===== src/design/flash_ctrl_pkg.sv =====
// shared constants and types of the flash protection and error controller
// Operation
// - twenty byte registers decoded at byte offsets 0 through 0x4C, one per word
// - open, high and low disable bits pick protected program-flash ranges
// - high range ends at top of program flash, 2 to 16 KB
// - low range starts at 0x7F_8000, 1 to 8 KB
// - program-flash protection loaded from flash at reset, writable afterwards
// - erase failure sets status bit 7; write 1 clears; blocks copy
// - program failure sets status bit 6; write 1 clears; blocks copy
// - protected buffer RAM write sets status bit 4; write 1 clears
// - sector state change failure sets bit 3; write 1 clears; blocks copy
// - sector format failure sets bit 2; write 1 clears; blocks copy
// - uncorrectable or busy read sets bit 1; write 1 clears
// - corrected or busy read sets bit 0 unless ignore_single_fault set
// - failed guard byte load at reset leaves buffer partition fully protected
// - user partition writes always allowed and never flag a violation
// - ram_guard_open zero blocks all buffer partition writes; one allows unguarded areas
// - ram_guard_range_disable enables region when zero; size writable only when set
// - guarded region ends at 0x13_FFFF and is 64 times (code+1) bytes
// - six 16-bit command words selected by index, byte access both ways
// - block verify access error on index, active load sequence, bad address
// - section verify checks phrases erased, must not cross 256 KB
// - clearing command_complete_flag launches; device sets it when done
package flash_ctrl_pkg;
   localparam logic [5:0] NUM_REGS = 6'h14;
   localparam logic [4:0] REG_CLKDIV = 5'h00;
   localparam logic [4:0] REG_SECURITY = 5'h01;
   localparam logic [4:0] REG_CMD_INDEX = 5'h02;
   localparam logic [4:0] REG_ECC_INDEX = 5'h03;
   localparam logic [4:0] REG_FLASH_CFG = 5'h04;
   localparam logic [4:0] REG_ERR_CFG = 5'h05;
   localparam logic [4:0] REG_ERR_STAT = 5'h06;
   localparam logic [4:0] REG_CMD_STAT = 5'h07;
   localparam logic [4:0] REG_PF_PROT = 5'h08;
   localparam logic [4:0] REG_RAM_GUARD = 5'h09;
   localparam logic [4:0] REG_CMD_DATA_HI = 5'h0a;
   localparam logic [4:0] REG_CMD_DATA_LO = 5'h0b;
   // flag positions
   localparam int ERASE_ERR_BIT = 7;
   localparam int PROG_ERR_BIT = 6;
   localparam int GUARD_VIOL_BIT = 4;
   localparam int SECT_STATE_BIT = 3;
   localparam int SECT_FMT_BIT = 2;
   localparam int DOUBLE_BIT = 1;
   localparam int SINGLE_BIT = 0;
   localparam logic [7:0] ERR_MASK = 8'hdf;
   localparam logic [7:0] COPY_BLOCK_MASK = 8'hcc;
   localparam int IGNORE_SF_BIT = 4;
   localparam int CC_BIT = 7;
   localparam int ACC_ERR_BIT = 5;
   localparam int PF_VIOL_BIT = 4;
   localparam int MG_ANY_BIT = 1;
   localparam int MG_UNC_BIT = 0;
   localparam int PF_OPEN_BIT = 7;
   localparam int PF_HDIS_BIT = 5;
   localparam int PF_LDIS_BIT = 2;
   localparam int RG_OPEN_BIT = 7;
   localparam int RG_DIS_BIT = 3;
   localparam logic [7:0] RG_FAIL_VALUE = 8'h7f;
   localparam logic [7:0] SECURITY_VALUE = 8'h00;
   // address map of the arrays
   localparam logic [23:0] PF_TOP = 24'h80_0000;
   localparam logic [23:0] HI_MIN_SIZE = 24'h00_0800;
   localparam logic [23:0] LO_BASE = 24'h7f_8000;
   localparam logic [23:0] LO_MIN_SIZE = 24'h00_0400;
   localparam logic [23:0] RG_TOP = 24'h14_0000;
   localparam logic [23:0] RG_STEP = 24'h00_0040;
   localparam logic [6:0] PF_BLOCK_MIN = 7'h78;
   localparam logic [7:0] CMD_VERIFY_BLOCK = 8'h02;
   localparam logic [7:0] CMD_VERIFY_SECTION = 8'h03;
   localparam logic [2:0] IDX_BLOCK = 3'h0;
   localparam logic [2:0] IDX_SECTION = 3'h2;
   localparam logic [2:0] NUM_WORDS = 3'h6;
   localparam logic [1:0] RESP_OKAY = 2'h0;
   localparam logic [1:0] RESP_SLVERR = 2'h2;

   typedef enum logic [2:0] {
      S_LOAD = 3'b001,
      S_IDLE = 3'b010,
      S_VERIFY = 3'b100
   } phase_t;

   typedef struct packed {
      logic erase_fail;
      logic program_fail;
      logic sector_state_fail;
      logic sector_format_fail;
      logic read_double;
      logic read_single;
      logic read_busy;
   } flash_evt_t;

   typedef struct packed {
      logic valid;
      logic user;
      logic [22:0] addr;
   } ram_wr_t;

   typedef struct packed {
      logic valid;
      logic block;
      logic [22:0] addr;
      logic [15:0] count;
   } vreq_t;

   typedef struct packed {
      logic done;
      logic any_err;
      logic uncorr_err;
   } vres_t;

   typedef struct packed {
      phase_t phase;
      logic awready;
      logic wready;
      logic bvalid;
      logic [1:0] bresp;
      logic arready;
      logic rvalid;
      logic [1:0] rresp;
      logic [7:0] rdata;
      logic [7:0] clkdiv;
      logic [2:0] cmd_idx;
      logic [2:0] ecc_idx;
      logic [7:0] fcfg;
      logic [7:0] errcfg;
      logic [7:0] errstat;
      logic cc;
      logic acc_err;
      logic pf_viol;
      logic mg_any;
      logic mg_unc;
      logic [7:0] pprot;
      logic [7:0] buffer_ram_protection;
      logic [5:0][15:0] words;
      logic ram_ok;
      logic ram_blocked;
      logic copy_en;
      logic pf_prot;
      vreq_t vreq;
      logic irq;
   } state_t;
endpackage


===== src/design/flash_protect_error_ctrl.sv =====
// register file, protection checks and verify command control of the flash controller
//
// Implementation choice: the AXI4-Lite register port.
`timescale 1ns/1ps
module flash_protect_error_ctrl import flash_ctrl_pkg::*; (
   input wire logic aclk,
   input wire logic aresetn,
   input wire logic awvalid,
   output logic awready,
   input wire logic [7:0] awaddr,
   input wire logic wvalid,
   output logic wready,
   input wire logic [31:0] wdata,
   input wire logic [3:0] wstrb,
   output logic bvalid,
   input wire logic bready,
   output logic [1:0] bresp,
   input wire logic arvalid,
   output logic arready,
   input wire logic [7:0] araddr,
   output logic rvalid,
   input wire logic rready,
   output logic [31:0] rdata,
   output logic [1:0] rresp,
   input wire logic nvm_load_done,
   input wire logic [7:0] nvm_pf_prot,
   input wire logic [7:0] nvm_ram_guard,
   input wire logic nvm_ram_guard_fail,
   input wire flash_evt_t flash_evt,
   input wire ram_wr_t ram_wr,
   output logic ram_wr_ok,
   output logic ram_wr_blocked,
   output logic eeprom_copy_en,
   input wire logic pf_chk_valid,
   input wire logic [22:0] pf_chk_addr,
   output logic pf_protected,
   input wire logic load_field_active,
   output vreq_t verify_req,
   input wire vres_t verify_res,
   output logic err_irq
);
   state_t s_r;
   state_t s_nxt;
   logic wr_fire;
   logic wr_en;
   logic [4:0] wr_idx;
   logic [7:0] wb;
   logic rd_fire;
   logic [4:0] rd_idx;
   logic [7:0] rd_byte;
   logic [7:0] set_v;
   logic [7:0] clr_v;
   logic [23:0] hi_start;
   logic [23:0] lo_end;
   logic hi_hit;
   logic lo_hit;
   logic pf_sel;
   logic [23:0] rg_start;
   logic rg_guarded;
   logic rg_viol;
   logic launch;
   logic [7:0] cmd_code;
   logic [22:0] sec_start;
   logic [23:0] sec_end;
   logic bad_block;
   logic launch_err;
   logic [15:0] cur_word;

   // ------------------------------------------------------------
   // address decode and read mux
   // ------------------------------------------------------------
   assign wr_fire = s_r.awready & awvalid & wvalid;
   assign wr_idx = awaddr[6:2];
   assign wr_en = wr_fire & (awaddr[7:2] < NUM_REGS) & wstrb[0];
   assign wb = wdata[7:0];
   assign rd_fire = s_r.arready & arvalid;
   assign rd_idx = araddr[6:2];
   assign cur_word = (s_r.cmd_idx < NUM_WORDS) ? s_r.words[s_r.cmd_idx] : 16'h0000;

   always_comb begin
      case (rd_idx)
         REG_CLKDIV: rd_byte = s_r.clkdiv;
         REG_SECURITY: rd_byte = SECURITY_VALUE;
         REG_CMD_INDEX: rd_byte = {5'h00, s_r.cmd_idx};
         REG_ECC_INDEX: rd_byte = {5'h00, s_r.ecc_idx};
         REG_FLASH_CFG: rd_byte = s_r.fcfg;
         REG_ERR_CFG: rd_byte = s_r.errcfg;
         REG_ERR_STAT: rd_byte = s_r.errstat;
         REG_CMD_STAT: rd_byte = {s_r.cc, 1'b0, s_r.acc_err, s_r.pf_viol, 2'h0, s_r.mg_any,
                                  s_r.mg_unc};
         REG_PF_PROT: rd_byte = s_r.pprot;
         REG_RAM_GUARD: rd_byte = s_r.buffer_ram_protection;
         REG_CMD_DATA_HI: rd_byte = cur_word[15:8];
         REG_CMD_DATA_LO: rd_byte = cur_word[7:0];
         default: rd_byte = 8'h00;
      endcase
   end

   // ------------------------------------------------------------
   // program-flash and buffer RAM range checks
   // ------------------------------------------------------------
   assign hi_start = PF_TOP - (HI_MIN_SIZE << s_r.pprot[4:3]);
   assign lo_end = LO_BASE + (LO_MIN_SIZE << s_r.pprot[1:0]);
   assign hi_hit = ~s_r.pprot[PF_HDIS_BIT] & ({1'b0, pf_chk_addr} >= hi_start);
   assign lo_hit = ~s_r.pprot[PF_LDIS_BIT] & ({1'b0, pf_chk_addr} >= LO_BASE)
                   & ({1'b0, pf_chk_addr} < lo_end);
   // open mode protects the selected ranges, closed mode protects all but them
   assign pf_sel = s_r.pprot[PF_OPEN_BIT] ? (hi_hit | lo_hit) : ~(hi_hit | lo_hit);

   assign rg_start = RG_TOP - ({15'h0000, s_r.buffer_ram_protection[2:0], 6'h00} + RG_STEP);
   assign rg_guarded = ~s_r.buffer_ram_protection[RG_OPEN_BIT]
                       | (~s_r.buffer_ram_protection[RG_DIS_BIT] & ({1'b0, ram_wr.addr} >= rg_start));
   // the user partition is never guarded, so it never raises the flag
   assign rg_viol = ram_wr.valid & ~ram_wr.user & rg_guarded;

   // ------------------------------------------------------------
   // error flags
   // ------------------------------------------------------------
   always_comb begin
      set_v = 8'h00;
      set_v[ERASE_ERR_BIT] = flash_evt.erase_fail;
      set_v[PROG_ERR_BIT] = flash_evt.program_fail;
      set_v[GUARD_VIOL_BIT] = rg_viol;
      set_v[SECT_STATE_BIT] = flash_evt.sector_state_fail;
      set_v[SECT_FMT_BIT] = flash_evt.sector_format_fail;
      set_v[DOUBLE_BIT] = flash_evt.read_double | flash_evt.read_busy;
      set_v[SINGLE_BIT] = ~s_r.fcfg[IGNORE_SF_BIT]
                          & (flash_evt.read_single | flash_evt.read_busy);
      clr_v = (wr_en && wr_idx == REG_ERR_STAT) ? wb : 8'h00;
   end

   // ------------------------------------------------------------
   // command launch checks
   // ------------------------------------------------------------
   assign cmd_code = s_r.words[0][15:8];
   assign sec_start = {s_r.words[0][6:0], s_r.words[1]};
   assign sec_end = {1'b0, sec_start} + {5'h00, s_r.words[2], 3'h0} - 24'h00_0001;
   assign bad_block = s_r.words[0][6:0] < PF_BLOCK_MIN;
   assign launch = wr_en && wr_idx == REG_CMD_STAT && wb[CC_BIT] && s_r.cc
                   && s_r.phase == S_IDLE;

   always_comb begin
      case (cmd_code)
         CMD_VERIFY_BLOCK: launch_err = (s_r.cmd_idx != IDX_BLOCK) | load_field_active
                                        | bad_block;
         CMD_VERIFY_SECTION: launch_err = (s_r.cmd_idx != IDX_SECTION) | load_field_active
                                          | bad_block | (sec_start[2:0] != 3'h0)
                                          | (sec_end[23:18] != {1'b0, sec_start[22:18]});
         default: launch_err = 1'b1;
      endcase
   end

   // ------------------------------------------------------------
   // next state
   // ------------------------------------------------------------
   always_comb begin
      s_nxt = s_r;
      // write channel: both address and data are taken in the same cycle
      s_nxt.awready = awvalid & wvalid & ~s_r.awready & ~s_r.bvalid;
      s_nxt.wready = awvalid & wvalid & ~s_r.awready & ~s_r.bvalid;
      if (s_r.bvalid && bready) begin
         s_nxt.bvalid = 1'b0;
      end
      if (wr_fire) begin
         s_nxt.bvalid = 1'b1;
         s_nxt.bresp = (awaddr[7:2] < NUM_REGS) ? RESP_OKAY : RESP_SLVERR;
      end
      s_nxt.arready = arvalid & ~s_r.arready & ~s_r.rvalid;
      if (s_r.rvalid && rready) begin
         s_nxt.rvalid = 1'b0;
      end
      if (rd_fire) begin
         s_nxt.rvalid = 1'b1;
         s_nxt.rresp = (araddr[7:2] < NUM_REGS) ? RESP_OKAY : RESP_SLVERR;
         s_nxt.rdata = rd_byte;
      end
      // writes while a command runs are the host's fault; they are still applied
      if (wr_en) begin
         case (wr_idx)
            REG_CLKDIV: s_nxt.clkdiv = wb;
            REG_CMD_INDEX: s_nxt.cmd_idx = wb[2:0];
            REG_ECC_INDEX: s_nxt.ecc_idx = wb[2:0];
            REG_FLASH_CFG: s_nxt.fcfg = wb;
            REG_ERR_CFG: s_nxt.errcfg = wb & ERR_MASK;
            REG_CMD_STAT: begin
               if (wb[ACC_ERR_BIT]) begin
                  s_nxt.acc_err = 1'b0;
               end
               if (wb[PF_VIOL_BIT]) begin
                  s_nxt.pf_viol = 1'b0;
               end
            end
            REG_PF_PROT: s_nxt.pprot = wb;
            REG_RAM_GUARD: begin
               s_nxt.buffer_ram_protection[7:3] = wb[7:3];
               if (s_r.buffer_ram_protection[RG_DIS_BIT]) begin
                  s_nxt.buffer_ram_protection[2:0] = wb[2:0];
               end
            end
            REG_CMD_DATA_HI: begin
               if (s_r.cmd_idx < NUM_WORDS) begin
                  s_nxt.words[s_r.cmd_idx][15:8] = wb;
               end
            end
            REG_CMD_DATA_LO: begin
               if (s_r.cmd_idx < NUM_WORDS) begin
                  s_nxt.words[s_r.cmd_idx][7:0] = wb;
               end
            end
            default: begin
            end
         endcase
      end
      // set wins over a clear in the same cycle
      s_nxt.errstat = ((s_r.errstat & ~clr_v) | set_v) & ERR_MASK;
      s_nxt.vreq.valid = 1'b0;
      case (s_r.phase)
         S_LOAD: begin
            s_nxt.cc = 1'b0;
            if (nvm_load_done) begin
               s_nxt.pprot = nvm_pf_prot;
               s_nxt.buffer_ram_protection = nvm_ram_guard_fail ? RG_FAIL_VALUE : nvm_ram_guard;
               s_nxt.cc = 1'b1;
               s_nxt.phase = S_IDLE;
            end
         end
         S_IDLE: begin
            if (launch) begin
               s_nxt.mg_any = 1'b0;
               s_nxt.mg_unc = 1'b0;
               if (launch_err) begin
                  s_nxt.acc_err = 1'b1;
               end else begin
                  s_nxt.cc = 1'b0;
                  s_nxt.phase = S_VERIFY;
                  s_nxt.vreq.valid = 1'b1;
                  s_nxt.vreq.block = (cmd_code == CMD_VERIFY_BLOCK);
                  s_nxt.vreq.addr = (cmd_code == CMD_VERIFY_BLOCK) ?
                                    {s_r.words[0][6:0], 16'h0000} : sec_start;
                  s_nxt.vreq.count = s_r.words[2];
               end
            end
         end
         S_VERIFY: begin
            if (verify_res.done) begin
               s_nxt.mg_any = verify_res.any_err;
               s_nxt.mg_unc = verify_res.uncorr_err;
               s_nxt.cc = 1'b1;
               s_nxt.phase = S_IDLE;
            end
         end
         default: s_nxt.phase = S_IDLE;
      endcase
      s_nxt.ram_ok = ram_wr.valid & ~rg_viol;
      s_nxt.ram_blocked = rg_viol;
      s_nxt.copy_en = ~|(s_nxt.errstat & COPY_BLOCK_MASK);
      if (pf_chk_valid) begin
         s_nxt.pf_prot = pf_sel;
      end
      s_nxt.irq = |(s_r.errstat & s_r.errcfg);
   end

   always_ff @(posedge aclk) begin
      if (!aresetn) begin
         s_r <= '0;
         s_r.phase <= S_LOAD;
         s_r.buffer_ram_protection <= RG_FAIL_VALUE;
      end else begin
         s_r <= s_nxt;
      end
   end

   // ------------------------------------------------------------
   // outputs
   // ------------------------------------------------------------
   assign awready = s_r.awready;
   assign wready = s_r.wready;
   assign bvalid = s_r.bvalid;
   assign bresp = s_r.bresp;
   assign arready = s_r.arready;
   assign rvalid = s_r.rvalid;
   assign rresp = s_r.rresp;
   assign rdata = {24'h00_0000, s_r.rdata};
   assign ram_wr_ok = s_r.ram_ok;
   assign ram_wr_blocked = s_r.ram_blocked;
   assign eeprom_copy_en = s_r.copy_en;
   assign pf_protected = s_r.pf_prot;
   assign verify_req = s_r.vreq;
   assign err_irq = s_r.irq;
endmodule // flash_protect_error_ctrl


===== config.mk =====
export PLATFORM = sky130hd
export DESIGN_NAME = flash_protect_error_ctrl
export DESIGN_NICKNAME = d
export VERILOG_FILES = /design/src/design/flash_ctrl_pkg.sv /design/src/design/flash_protect_error_ctrl.sv
export SDC_FILE = /design/constraint.sdc
export NUM_CORES = 1
export LEC_CHECK = 0
export BUFFER_PORTS_ARGS = -buffer_cell sky130_fd_sc_hd__buf_2
export CAP_MARGIN = 15
export CORE_ASPECT_RATIO = 1.4
export CORE_MARGIN = 1.5
export CORE_UTILIZATION = 50
export DETAILED_ROUTE_END_ITERATION = 8
export GPL_ROUTABILITY_DRIVEN = 0
export PLACE_DENSITY = 0.8
export SYNTH_ARGS = -nofsm -noshare
export SYNTH_HDL_FRONTEND = slang
export SYNTH_SLANG_ARGS = --single-unit

===== constraint.sdc =====
create_clock -name aclk -period 9 [get_ports aclk]
set_input_delay 0.9 -clock aclk [delete_from_list [all_inputs] [get_ports aclk]]
set_output_delay 0.9 -clock aclk [all_outputs]
set_load 0.03 [all_outputs]

# Yosys cells after proc, flatten, opt, wreduce, memory -nomap -nowiden
# Cells that the tools add are included.
# classes
n_mux,49
n_reduce_logical,31
n_bitwise,45
add_sub_neg,6
order_cmp,10
n_shift,2
n_eq_ne,33
# op_table
cell,n
96-bit bitwise mux,2
96-bit 2-to-1 mux,2
96-bit case mux with 2 select lines,1
112-bit 2-to-1 mux,1
16-bit demux with 3-bit select,2
16-bit 2-to-1 mux,6
8-bit case mux with 11 select lines,1
16-bit binary-select mux with 3-bit select,1
23-bit by 24-bit >= comparator with 1-bit output,2
41-bit 2-to-1 mux,1
5-bit by 3-bit == test with 1-bit output (second input constant),8
5-bit by 4-bit == test with 1-bit output (second input constant),8
8-bit 2-to-1 mux,5
23-bit by 19-bit adder with 24-bit output,1
23-bit by 24-bit adder with 24-bit output (first input constant),1
23-bit by 24-bit < comparator with 1-bit output,1
11-bit by 2-bit left shift with 24-bit output (first input constant),1
12-bit by 2-bit left shift with 24-bit output (first input constant),1
24-bit by 1-bit subtractor with 24-bit output (second input constant),1
24-bit subtractor (first input constant),1
23-bit >= comparator (second input constant),1
21-bit by 10-bit subtractor with 22-bit output (first input constant),1
5-bit by 2-bit == test with 1-bit output (second input constant),4
1-bit bitwise AND,18
36 further kinds,105
# totals
in_bits,137
regBits,218
output_inout_bits,87
elab_cells,212

# Logic depth before layout (Yosys ltp)
# depth
ltp_word,11
depth_mapped,15
mapped_depth_nobuf,13

# Worst setup path before layout
# OpenSTA, ideal clock, no wires.
# synth_path
path_kind,register to register
startpoint,register with a tool-made name
endpoint,register s_r (netlist bit verify_req[26])
setup_slack_ns,5.918
stages_incl_launch_ff,14
path_buffers,1
required_time_ns,8.928
arrival_ns,3.010
synth_period_minus_slack_ns,3.082
setup_time_ns,0.072
path_cell_list,dfxtp_1 inv_1 ha_1 inv_1 ha_1 a21o_2 o311ai_0 o311ai_1 xnor2_1 nor4_4 a31oi_4 nor2_4 buf_6 mux2i_1
# synth_lines
item,line_no,text
"end signal, assigned",flash_protect_error_ctrl.sv:269,s_r <= s_nxt;
"end, declared",flash_protect_error_ctrl.sv:42,state_t s_r;

==> out/results.tsv <==
metric	value	unit
status	completed	
wl_met1	12700	µm
leakage	5.06	nW
synthSimpleGateAreaFrac	21.2	%
synthArstFlopShare	0	%
yosysSeqAreaShare	36.9	%
clk_pin_slew	0.06	ns
grt_pass1_wl	52700	µm
rsz0062_at_grt	no	
finalCriticalPeriod	4.09	ns
vdd_drop_max	0.132	mV
clock_sinks	215	
cts_buffer_depth	3	
h-tree-depth	1	
slew_headroom	23.3	%
ys_top_cells_by_count	215 x dfxtp_1, 188 x nand2_1, 165 x a21oi_1	
drive_gt1_share	13.9	%
synth_compound_area_share	19.2	%
start_util	51.4	%
cp_data_required_time	9.43	ns
num_rows	65	
drtAntennaViolNets	0	
pin_count	224	
crit_fanout	29	
holdCritPathClass	reg -> reg	
endpoint_kind	flop	
die_area	24300	µm²
seqCellArea	4300	µm²
wire_per_inst	18.3	µm
crit_path_start_kind	flop	
vias_per_cell	5.93	
grt_antenna_before_repair	0	
clock_latency	0.51	ns
synth-edff-count	0	
multiInputGateArea	6230	µm²
firstDrtPassIters	6	
vias	10900	
powerDensity	163	nW/µm²
top_layer_used	met4	
hold_buffers	0	
final_cells	1833	
syn_inst	1479	
final_net_count	1713	
synth_top_family_by_area	simple AND/OR/NAND/NOR gates	
synth_cell_types	68	
setup_violations	0	
grt_max_degree	97	
syn_to_final_growth	9.85	%
synth_ff_type	dfxtp_1	
critPathKind	reg -> reg	
place_hpwl	23300	µm
syn-cell-area	11700	µm²
fp.dieH	184	µm
grt.total_usage	26.8	%
dr_wl_met2	16700	µm
synthMuxAreaShare	4.81	%
met3_length	2270	µm
synth_most_common_cell	dfxtp_1	
maxSlewViolCount	0	
post_cts_buffers	0	
drc_errors	0	
post-synth-top-area-cell	dfxtp_1	
cts_tree	built	
wirelength	33500	µm
synth_seq_cells	215	
tightest_slew	1.14	ns
cts_made_buffers	22	
arrival	4.52	ns
fmax	245	MHz
final_hold_viol_count	0	
hold_start	bvalid$_SDFFE_PN0P_	
nFillCells	2082	
place_inst	1794	
portBuffers	150	
die_x	132	µm
grt_pass1_vias	10400	
coreArea	22700	µm²
cap_viol_max_count	0	
grt-ovfl-total	0	
antenna_cells	0	
netlist.area_leader.share	36.9	%
ys_top_cells_by_area	dfxtp_1 37%, a21oi_1 7.1%, ha_1 6.3%, nand2_1 6.0%, nand3_1 5.8%	
fin_setup_tns	0	ns
cts_root_buffer	clkbuf_16	
drt_iter0_drc	883	
post_cts_resized	0	
synth_xor_area_share	0.676	%
skew	0.0132	ns
period_share	45.4	%
synthAdderAreaFrac	6.33	%
yosys_warnings	0	
synth_area_per_cell	7.89	µm²
==> metrics by stage <==
step	total power, mW	instance area, µm²	utilization [%]	setup slack, ns	hold WS [ns]
after global placement	1.12	12000	53.0	5.12	0.433
after floorplan	1.08	11800	-	5.92	0.435
final	2.09	12800	56.5	4.91	0.449
after detailed placement	1.12	12000	53.0	5.04	0.442
after CTS	2.09	12800	56.5	5.02	0.447
after global routing	2.15	12800	56.5	4.66	0.470
==> power breakdown <==
| part | internal (mW) | total (mW) | switching [mW] |
|---|---|---|---|
| Sequential | 0.960 | 0.970 | 0.00938 |
| Clock | 0.616 | 0.989 | 0.373 |
| Combinational | 0.0410 | 0.132 | 0.0907 |
| Total | 1.62 | 2.09 | 0.473 |
==> final cells by class <==
cell class	count	share of cell area, %
clock inverter	4	0.937
tap	301	2.94
multi-input combinational	1041	48.7
inverter	77	2.28
clock buffer	35	5.16
timing repair buffer	160	6.44
sequential	215	33.6
==> cells in the final DEF (no fill, tap or decap), types with 13 or more instances in the layout <==
cell type  netlist  layout
nand3_1        136     136
inv_1           76      76
nor3_1          20      19
nand2_1        188     188
mux2i_1         56      56
conb_1           1      31
o31ai_1         13      13
a31oi_1         22      22
dfxtp_1        215     215
a22oi_1         74      74
buf_2            1     150
o21ai_0         40      40
ha_1            59      59
a21oi_1        165     165
clkbuf_16        0      23
nor2_1          93      91
==> path summary, 6_finish.rpt <==
| path | cells after the start | slack [ns] | endpoint |
|---|---|---|---|
| min reg2reg | 1 | 0.45 | wready$_SDFF_PN0_ |
| max | 13 | 4.91 | verify_req[31]$_SDFFE_PN0P_ |
| max reg2reg | 13 | 4.91 | verify_req[31]$_SDFFE_PN0P_ |
| min | 1 | 0.45 | wready$_SDFF_PN0_ |
==> worst max-delay path, cell delays in order (launching register included) <==
cell	delay (ns)
dfxtp_1	0.54
inv_1	0.10
ha_1	0.29
inv_1	0.04
ha_1	0.36
a21oi_1	0.21
o21ai_0	0.16
a2111oi_2	0.42
o22a_1	0.28
xnor2_1	0.12
nor4_4	0.29
a31oi_4	0.36
nor2_4	0.58
mux2i_1	0.25
==> layer usage <==
metal  GRT usage, %  vias to the layer above
li1               -                     5183
met4           15.8                        0
met2           47.4                      487
met1           30.2                     5076
met3           4.38                      115
met5              0                        -
==> logic make-up after synthesis <==
group	Yosys count
AOI/OAI and AO/OA	363
xor gates and xnor gates	9
adders and majority gates	59
buffers and inverters	253
DFF	215
muxes	56
other	1
and+or+nand+nor	523
Note: power is estimated with default switching activity, not from simulation.
